--- src/verilog/tscp_pkg.sv ---
package tscp_pkg;
  // Frame layout
  localparam int TSCP_ADDR_W  = 5;
  localparam int TSCP_DATA_W  = 26;
  localparam int TSCP_FRAME_W = 32;
  localparam int TSCP_NREG    = 32;
  localparam int TSCP_RW_BIT  = 31;
  localparam int TSCP_ADDR_LO = 26;
  localparam logic TSCP_RW_READ = 1'h1;
  // Register addresses
  localparam logic [4:0] TSCP_REG_ENABLE = 5'h00;
  localparam logic [4:0] TSCP_REG_MISC2  = 5'h04;
  localparam logic [4:0] TSCP_REG_SYN    = 5'h0F;
  localparam logic [4:0] TSCP_REG_MISC   = 5'h10;
  // Field positions
  localparam int TSCP_TSEN_BIT     = 14;
  localparam int TSCP_TRIG_BIT     = 6;
  localparam int TSCP_TEMP_LO      = 7;
  localparam int TSCP_TEMP_W       = 5;
  localparam int TSCP_DCOR_BIT     = 22;
  localparam int TSCP_RCDIV_BIT    = 20;
  localparam int TSCP_DUP_LO       = 0;
  localparam int TSCP_DDN_LO       = 8;
  localparam int TSCP_DITH_W       = 8;
  localparam int TSCP_BLKEN_W      = 19;
  // Power mode block enable patterns
  localparam logic [18:0] TSCP_PM_SLEEP   = 19'h00000;
  localparam logic [18:0] TSCP_PM_RXIDLE  = 19'h00840;
  localparam logic [18:0] TSCP_PM_TXIDLE  = 19'h01000;
  localparam logic [18:0] TSCP_PM_DUPLEX  = 19'h79BFF;
  localparam logic [18:0] TSCP_PM_RXONLY  = 19'h009FF;
  localparam logic [18:0] TSCP_PM_TXONLY  = 19'h79240;
  // Timing
  localparam int TSCP_CLK_MHZ      = 100;
  localparam int TSCP_CONV_US      = 2;
  localparam int TSCP_CONV_CYC     = TSCP_CONV_US * TSCP_CLK_MHZ;
  localparam int TSCP_POWERUP_US   = 100;
  localparam int TSCP_POWERUP_CYC  = TSCP_POWERUP_US * TSCP_CLK_MHZ;
  localparam int TSCP_SCLK_HALF    = 4;
  localparam int TSCP_CS_GAP       = 8;
endpackage : tscp_pkg

--- src/verilog/tscp_link_if.sv ---
`timescale 1ns/1ns
`default_nettype none
interface tscp_link_if;
  logic cs_n;
  logic sclk;
  logic din;
  logic dout;
  modport host (output cs_n, output sclk, output din, input dout);
  modport dev  (input cs_n, input sclk, input din, output dout);
endinterface : tscp_link_if
`default_nettype wire

--- src/verilog/tscp_device.sv ---
`timescale 1ns/1ns
`default_nettype none
module tscp_device
  import tscp_pkg::*;
(
  // Clock and reset
  input  wire logic        clk_i,
  input  wire logic        reset_i,
  // Serial link
  tscp_link_if.dev         link,
  // Sensor reading
  input  wire logic [4:0]  temp_sample_i,
  // Decoded controls and frame error flag
  output logic [18:0]      block_enable_o,
  output logic             sensor_enable_o,
  output logic             recovery_divider_o,
  output logic [7:0]       dither_up_count_o,
  output logic [7:0]       dither_down_count_o,
  output logic             dither_correction_enable_o,
  output logic             frame_error_o
);
  // Register array kept apart: no reset on purpose
  logic [TSCP_DATA_W-1:0] regs [TSCP_NREG];

  typedef struct packed {
    logic [2:0]  cs_s;
    logic [2:0]  sck_s;
    logic [1:0]  din_s;
    logic [31:0] shift;
    logic [5:0]  count;
    logic        rd;
    logic [25:0] rdata;
    logic        dout;
    logic        trig_prev;
    logic        busy;
    logic [15:0] conv_cnt;
    logic [4:0]  temp;
    logic [18:0] blk;
    logic        tsen;
    logic        rcdiv;
    logic [7:0]  dup;
    logic [7:0]  ddn;
    logic        dcor;
    logic        ferr;
  } tscp_dev_s;

  tscp_dev_s st;
  tscp_dev_s next_st;
  logic      wr_en;
  logic [4:0] wr_addr;
  logic [25:0] wr_data;

  always_comb begin
    logic cs_rise;
    logic cs_fall;
    logic sck_rise;
    logic sck_fall;
    logic [31:0] sh;
    cs_rise  = st.cs_s[1] & ~st.cs_s[2];
    cs_fall  = ~st.cs_s[1] & st.cs_s[2];
    sck_rise = st.sck_s[1] & ~st.sck_s[2];
    sck_fall = ~st.sck_s[1] & st.sck_s[2];
    sh       = st.shift;
    next_st = st;
    wr_en   = 1'b0;
    wr_addr = st.shift[TSCP_ADDR_LO +: TSCP_ADDR_W];
    wr_data = st.shift[TSCP_DATA_W-1:0];
    next_st.cs_s  = {st.cs_s[1:0], link.cs_n};
    next_st.sck_s = {st.sck_s[1:0], link.sclk};
    next_st.din_s = {st.din_s[0], link.din};
    if (cs_fall) begin
      next_st.count = '0;
      next_st.rd    = 1'b0;
      next_st.dout  = 1'b0;
    end else if (!st.cs_s[1]) begin
      if (sck_rise) begin
        sh = {st.shift[30:0], st.din_s[1]};
        next_st.shift = sh;
        if (st.count != 6'h3F) next_st.count = st.count + 6'h01;
        if (st.count == 6'(TSCP_ADDR_W)) begin
          next_st.rd = sh[TSCP_ADDR_W] == TSCP_RW_READ;
          next_st.rdata = regs[sh[TSCP_ADDR_W-1:0]];
          if (sh[TSCP_ADDR_W-1:0] == TSCP_REG_MISC2) begin
            next_st.rdata[TSCP_TEMP_LO +: TSCP_TEMP_W] = st.temp;
          end
        end
      end
      if (sck_fall && st.rd) begin
        next_st.dout  = st.rdata[TSCP_DATA_W-1];
        next_st.rdata = {st.rdata[TSCP_DATA_W-2:0], 1'b0};
      end
    end
    if (cs_rise) begin
      next_st.dout = 1'b0;
      next_st.ferr = st.count != 6'(TSCP_FRAME_W);
      if (st.count == 6'(TSCP_FRAME_W) && st.shift[TSCP_RW_BIT] != TSCP_RW_READ) begin
        wr_en = 1'b1;
      end
    end
    // Countdown first, so a new trigger in the same cycle wins
    if (st.busy) begin
      if (st.conv_cnt == '0) begin
        next_st.busy = 1'b0;
        next_st.temp = temp_sample_i;
      end else begin
        next_st.conv_cnt = st.conv_cnt - 16'h0001;
      end
    end
    // Decoded controls follow the latched register
    if (wr_en) begin
      unique case (wr_addr)
        TSCP_REG_ENABLE: begin
          next_st.blk  = wr_data[TSCP_BLKEN_W-1:0];
          next_st.tsen = wr_data[TSCP_TSEN_BIT];
        end
        TSCP_REG_MISC2: begin
          next_st.trig_prev = wr_data[TSCP_TRIG_BIT];
          if (wr_data[TSCP_TRIG_BIT] && !st.trig_prev && st.tsen) begin
            next_st.busy     = 1'b1;
            next_st.conv_cnt = 16'(TSCP_CONV_CYC - 1);
          end
        end
        TSCP_REG_SYN: next_st.dcor = wr_data[TSCP_DCOR_BIT];
        TSCP_REG_MISC: begin
          next_st.dup   = wr_data[TSCP_DUP_LO +: TSCP_DITH_W];
          next_st.ddn   = wr_data[TSCP_DDN_LO +: TSCP_DITH_W];
          next_st.rcdiv = wr_data[TSCP_RCDIV_BIT];
        end
        default: ;
      endcase
    end
    if (!next_st.tsen) begin
      next_st.temp = '0;
      next_st.busy = 1'b0;
    end
  end

  always_ff @(posedge clk_i) begin
    if (reset_i) begin
      st <= '0;
      st.cs_s <= 3'h7;
    end else begin
      st <= next_st;
    end
  end

  always_ff @(posedge clk_i) begin
    if (wr_en) regs[wr_addr] <= wr_data;
  end

  assign link.dout                  = st.dout;
  assign block_enable_o             = st.blk;
  assign sensor_enable_o            = st.tsen;
  assign recovery_divider_o         = st.rcdiv;
  assign dither_up_count_o          = st.dup;
  assign dither_down_count_o        = st.ddn;
  assign dither_correction_enable_o = st.dcor;
  assign frame_error_o              = st.ferr;
endmodule : tscp_device
`default_nettype wire

--- src/flat_wrapper.sv ---
// flat-port wrapper written by rule: the top's interface ports become plain ports
module tscp_device_flat import tscp_pkg::*;
  (clk_i, reset_i, temp_sample_i, block_enable_o, sensor_enable_o, recovery_divider_o, dither_up_count_o, dither_down_count_o, dither_correction_enable_o, frame_error_o, link_cs_n, link_sclk, link_din, link_dout);
  tscp_link_if link_i ();
  input  wire logic clk_i;
  input  wire logic reset_i;
  input  wire logic [4:0] temp_sample_i;
  output logic [18:0] block_enable_o;
  output logic sensor_enable_o;
  output logic recovery_divider_o;
  output logic [7:0] dither_up_count_o;
  output logic [7:0] dither_down_count_o;
  output logic dither_correction_enable_o;
  output logic frame_error_o;
  input wire logic [$bits(link_i.cs_n)-1:0] link_cs_n;
  input wire logic [$bits(link_i.sclk)-1:0] link_sclk;
  input wire logic [$bits(link_i.din)-1:0] link_din;
  output wire logic [$bits(link_i.dout)-1:0] link_dout;
  assign link_i.cs_n = link_cs_n;
  assign link_i.sclk = link_sclk;
  assign link_i.din = link_din;
  assign link_dout = link_i.dout;
  tscp_device u_core (.clk_i(clk_i), .reset_i(reset_i), .link(link_i), .temp_sample_i(temp_sample_i), .block_enable_o(block_enable_o), .sensor_enable_o(sensor_enable_o), .recovery_divider_o(recovery_divider_o), .dither_up_count_o(dither_up_count_o), .dither_down_count_o(dither_down_count_o), .dither_correction_enable_o(dither_correction_enable_o), .frame_error_o(frame_error_o));
endmodule
--- config.mk ---
export PLATFORM = sky130hd
export DESIGN_NAME = tscp_device_flat
export DESIGN_NICKNAME = d
export VERILOG_FILES = /design/src/verilog/tscp_pkg.sv /design/src/verilog/tscp_link_if.sv /design/src/verilog/tscp_device.sv /design/src/flat_wrapper.sv
export SDC_FILE = /design/constraint.sdc
export NUM_CORES = 1
export LEC_CHECK = 0
export BUFFER_PORTS_ARGS = -buffer_cell sky130_fd_sc_hd__buf_2
export CORE_AREA = 2 2 276 278
export DETAILED_ROUTE_END_ITERATION = 16
export DIE_AREA = 0 0 278 280
export GPL_ROUTABILITY_DRIVEN = 0
export PLACE_DENSITY = 0.65
export SYNTH_ARGS = -nofsm -noshare
export SYNTH_HDL_FRONTEND = slang
export SYNTH_SLANG_ARGS = --single-unit
--- constraint.sdc ---
create_clock -name clk_i -period 4.1 [get_ports clk_i]
set_input_delay 0.615 -clock clk_i [delete_from_list [all_inputs] [get_ports clk_i]]
set_output_delay 0.615 -clock clk_i [all_outputs]
set_load 0.05 [all_outputs]
==> results.toml, run 1 <==
[status]
status = "finished clean"

[synth]
syn_inst = 2073
syn-mean-instance-area_um2 = 17.93
yosysWarnings = 0
ys.flop_type = "edfxtp_1"
syn_nets = 2088
synth_common_cells = "829 x edfxtp_1, 190 x mux4_2, 174 x nand2_1, 136 x dfxtp_1, 97 x a21oi_1"
yosys.area.top_type_share_pct = 66.97
yosysMostFrequentCell = "edfxtp_1"
async_flop_share_pct = 0
synth_edf_count = 829
synth_seq_area_share_pct = 74.29
ys_types = 66
synth_area_um2 = 37170
synth-seq-cells = 965
synth_area_leader_cell = "edfxtp_1"
synth.area.top_cells = "edfxtp_1 67%, mux4_2 12%, dfxtp_1 7.3%"

[worst_hold_path]
min-delay-path-class = "input port to flop"

[drt]
vias = 19680
drt-total-wl_mm = 90.88
drtIter0Drc = 2472
routedWlPerCell_um = 28.46
vias_per_cell = 6.163
post-route-drc-count = 0
ant_nets = 0
dr.pass1.iters = 8

[floorplan]
io_pins = 50
die_w_um = 278
rows = 101
die_h_um = 280
start_util_pct = 49.44
floorplan.die_area_um2 = 77840
core_um2 = 75190

[pwr]
power_density_nw_per_um2 = 454.3
finalPower_mw = 18.98
leakagePower_nw = 13.01
ir_drop_mv = 0.3177

[worst_setup_path]
cp_max_fo = 26
end_kind = "flop"
startpoint_type = "flop"
critPathKind = "flop to flop"
worst_ep_required_time_ns = 4.37
cp.arrival_ns = 3.55

[placement]
pre_cts_ws_ns = 0.8289
port-buffer-count = 49
placed_area_um2 = 38840
dp.cells = 3019
dp_hpwl_mm = 54.54

[cts]
clkTransAtPathRegs_ns = 0.06
ctsLongestPathBuffers = 3
clock_latency_ns = 0.65
cts_buffers = 93
htreeDepth = 3
clock-sinks = 965
hold_buffers = 0
root_buffer = "clkbuf_16"
cts_tree = "yes"
ctsResizeCount = 0
post_cts_buffers = 0

[grt]
antenna_found_initial = 4
grt_max_degree = 82
grt_pass1_vias = 19390
grt_usage_pct = 23.42
grt_first_pass_wirelength_mm = 131.5
grt-ovfl-total = 0

[sta]
slew_violations = 0
fin_crit_ns = 3.281
finalClockSkew_ns = 0.02454
clock.fmax_mhz = 304.8
tightestPinTransition_ns = 1.117
rsz0062_at_grt = "no"
fin_ws_ns = 0.8193
min_period_over_period_pct = 80.02
setup_tns_ns = 0
max_slew_margin_pct = 24.97
setup_viol = 0
hold_viol = 0

[cells_and_area]
layout-drive-gt1-share_pct = 23.99
nNetsFinal = 2151
area_growth_pct = 12.36
final_cell_area_um2 = 41770
fin_cells = 3193

[flow_run]
maxCapViolations = 0
area by class of cell:
cell class	count	area, um2
Antenna cell	2	5.005
Multi-Input combinational cell	938	8992
Clock inverter	50	390.4
Clock buffer	122	2536
Fill cell	5616	33420
Timing Repair Buffer	126	925.9
Sequential cell	965	27650
Tap cell	978	1224
Inverter	12	45.04
through the flow:
step | utilization (%) | hold WS (ns)
finish | 55.55 | 0.1567
CTS | 55.54 | 0.1241
floorplan | - | 0.3895
global placement | 51.65 | 0.4345
detailed placement | 51.65 | 0.4373
global route | 55.54 | 0.1574
routing by layer:
layer  up-vias  GRT usage (%)  routed length (um)
met4         6          8.981                3126
met1     10240          32.84               37600
met2       875          36.67               42600
li1       8394              -                   -
met5         -              0                  40
met3       162          4.563                7513
cell usage in the layout, fill, tap and decap left out, drive strengths merged, types with 6 or more instances in the layout:
cell type,count
o211ai,11
or2,9
nor3,21
a221oi,18
nand3,13
a32oi,6
a2111oi,6
o221ai,6
nor2b,19
a21oi,97
nand2b,11
nor2,81
nand3b,8
o22ai,30
nand2,175
nor4,14
edfxtp,829
mux4,190
clkbuf,122
a22oi,31
a22o,11
o21ai,24
a211oi,6
buf,126
dfxtp,136
or4,7
inv,13
clkinv,40
or3,10
mux2,8
xnor2,9
and3,12
mux2i,45
critical path, stage by stage, from the launching register on:
cell and delay [ns]:
dfxtp_1 0.47, or4b_1 0.64, or4b_2 1.04, nor2_4 0.73
sequential cells by signal, indices dropped and copies added (netlist names):
register and cells:
u_core.sensor_enable_o 1, u_core.frame_error_o 1, u_core.next_st 5, u_core.dither_correction_enable_o 1, u_core.link.dout 1, u_core.dither_up_count_o 8
u_core.block_enable_o 19, u_core.recovery_divider_o 1, u_core.st 91, u_core.dither_down_count_o 8, u_core.regs 829
power breakdown:
part / internal [mW] / switching [mW]
registers: 10.5 / 0.00666
logic: 0.111 / 0.123
clock network: 4.67 / 3.56
kinds of logic after synthesis:
group | after synthesis | share of synthesized area (%)
flops | 965 | 74.29
simple gates | 408 | 5.305
compound gates | 270 | 4.746
mux | 243 | 12.97
buf+inv | 170 | 2.238
xor+xnor | 12 | 0.2828
fa+ha+maj | 5 | 0.1683
path summary, 6_finish.rpt:
path | startpoint | end | slack [ns] | cells past startpoint
worst min register to register | u_core.block_enable_o[13] | u_core.block_enable_o[13] | 0.45 | 2
worst max register to register | u_core.next_st[135] | u_core.regs[19][16] | 0.82 | 3
worst min-delay path | link_cs_n | u_core.next_st[134] | 0.16 | 2
worst max-delay path | u_core.next_st[135] | u_core.regs[19][16] | 0.82 | 3
Power figures use the tool's default switching activity.
==> run 2, diff against run 1 <==
--- a/config.mk
+++ b/config.mk
@@ -10,7 +10,7 @@
 export DETAILED_ROUTE_END_ITERATION = 16
 export DIE_AREA = 0 0 278 280
 export GPL_ROUTABILITY_DRIVEN = 0
-export PLACE_DENSITY = 0.65
+export PLACE_DENSITY = 0.68
 export SYNTH_ARGS = -nofsm -noshare
 export SYNTH_HDL_FRONTEND = slang
 export SYNTH_SLANG_ARGS = --single-unit
==> constraint.sdc (replaced) <==
create_clock -name clk_i -period 2.95 [get_ports clk_i]
set_input_delay 0.4425 -clock clk_i [delete_from_list [all_inputs] [get_ports clk_i]]
set_output_delay 0.4425 -clock clk_i [all_outputs]
set_load 0.05 [all_outputs]
==> run 2 against run 1 <==
  * Sequential power up 39%
  * Via count up 2.7%
  * Worst hold slack worse by 0.12 ns
  * Sequential cell count unchanged
  * Critical path type unchanged
==> results.toml, run 2 (synthesis results as in run 1) <==
[sta]
slew_violations = 0
finalClockSkew_ns = 0.02766
setup_tns_ns = 0
clock.fmax_mhz = 367.8
fin_crit_ns = 2.719
min_period_over_period_pct = 92.16
whs_ns = 0.03786
tightestPinTransition_ns = 1.088
max_slew_margin_pct = 27.44
setup_viol = 0
rsz0062_at_grt = "no"
hold_viol = 0

[cells_and_area]
n_fill_cell = 5507
area_growth_pct = 15.14
multi_input_area_um2 = 8997
layout_common_cells = "829 x edfxtp_1, 190 x mux4_2, 174 x nand2_1"
final_cell_area_um2 = 42800
final_common_cell = "edfxtp_1"
largest-register = "u_core.regs"
layout-drive-gt1-share_pct = 25.64
nNetsFinal = 2199
antennaDiodeCount = 0
seq_area_um2 = 27640
largest_register_ffs = 829

[worst_setup_path]
reg2reg_to = "u_core.regs[19][6]"
reg2reg_slack_ns = 0.23
endpoint = "u_core.regs[19][6]"
r2r_start = "u_core.st[93]"
r2r_cells = 5
setup.worst_path.start = "u_core.st[93]"
cp_max_fo = 20
cpMaxStageDelayCell = "or4b_2"
worst_ep_required_time_ns = 3.29
critPathKind = "flop to flop"
cp.arrival_ns = 3.06
end_kind = "flop"
path_cells = "or4b_1 -> or4b_2 -> buf_4 -> nor2_4 -> buf_12"
startpoint_type = "flop"
slowest_delay_ns = 0.78

[flow_run]
maxCapViolations = 0

[placement]
dp_hpwl_mm = 55.93
placed_area_um2 = 39640
port-buffer-count = 49

[grt]
grt_max_degree = 74
grt_first_pass_wirelength_mm = 135.2
grt-ovfl-total = 0
grt_pass1_vias = 19730
antenna_found_initial = 0
grt_usage_pct = 23.79

[drt]
drt-total-wl_mm = 92.08
vias = 20210
routedWlPerCell_um = 28.39
vias_per_cell = 6.229
ant_nets = 0
post-route-drc-count = 0
dr.pass1.iters = 6
drtIter0Drc = 2584

[pwr]
leakagePower_nw = 13.45
ir_drop_mv = 0.4368
power_density_nw_per_um2 = 632.3

[cts]
ctsResizeCount = 0
cts_tree = "yes"
cts_buffers = 94
clock-sinks = 965
clkTransAtPathRegs_ns = 0.06
post_cts_buffers = 0
htreeDepth = 3
hold_buffers = 2
ctsLongestPathBuffers = 3
root_buffer = "clkbuf_16"
clock_latency_ns = 0.66

[floorplan]
floorplan.die_area_um2 = 77840
rows = 101
io_pins = 50
die_w_um = 278
start_util_pct = 49.44
core_um2 = 75190
die_h_um = 280

[worst_hold_path]
min-delay-path-class = "input port to flop"

[status]
status = "finished clean"
## run 2: cell count changes in the layout (fill, tap and decap cells not counted), moves of 2 or more
cell,change
dfxtp_1,+4
clkbuf_1,-4
diode_2,-2
buf_4,+8
clkbuf_8,+5
dlygate4sd3_1,+2
buf_12,+37
bufinv_16,+4
dfxtp_2,-4
clkinv_2,-3
clkinv_8,+2
## run 2: metrics by stage
step	power [mW]	worst slack [ns]	util, %	cells
6_report	27.06	0.2313	56.92	3244
5_1_grt	27.77	0.1742	56.92	3244
4_1_cts	27.23	0.2542	56.92	3244
3_5_place_dp	15.23	0.2890	52.71	3064
3_3_place_gp	15.23	0.3010	52.71	3064
2_1_floorplan	15.13	-0.4194	-	2073
## run 2: layout make-up
class                           instances  share of cell area, %
Sequential cell                       965                  64.59
Inverter                               12                 0.1052
Tap cell                              978                  2.859
Timing Repair Buffer                  173                  4.081
Multi-Input combinational cell        938                  21.02
Clock inverter                         57                  1.324
Clock buffer                          121                  6.022
## run 2: worst min path at each step
stage	start	end	depth (start not counted)
2_1_floorplan	u_core.next_st[134]	u_core.next_st[135]	1
3_3_place_gp	u_core.block_enable_o[7]	u_core.block_enable_o[7]	2
3_5_place_dp	u_core.dither_up_count_o[3]	u_core.dither_up_count_o[3]	2
4_1_cts	link_sclk	u_core.next_st[131]	2
5_1_grt	link_sclk	u_core.next_st[131]	2
6_report	link_sclk	u_core.next_st[131]	2
## run 2: power by group
part | leakage (nW) | switching [mW] | total [mW] | internal, mW
combinational | 3.13 | 0.179 | 0.342 | 0.163
clock | 1.54 | 5.12 | 12.1 | 7.00
sequential | 8.78 | 0.00602 | 14.6 | 14.6
## run 2: layer usage
| layer | GRT usage [%] | up-vias | part of all wire [%] |
|---|---|---|---|
| met4 | 8.649 | 0 | 3.3 |
| met3 | 3.922 | 170 | 8.1 |
| met2 | 37.60 | 975 | 48 |
| met5 | 0 | - | 0 |
| met1 | 33.75 | 10560 | 41 |
| li1 | - | 8504 | - |
## run 2: worst max-delay path, delay by kind of cell, from the launching register on
kind          cells  cell delay [ns]
simple gates      3             1.58
buf+inv           2             0.45
flops             1             0.36
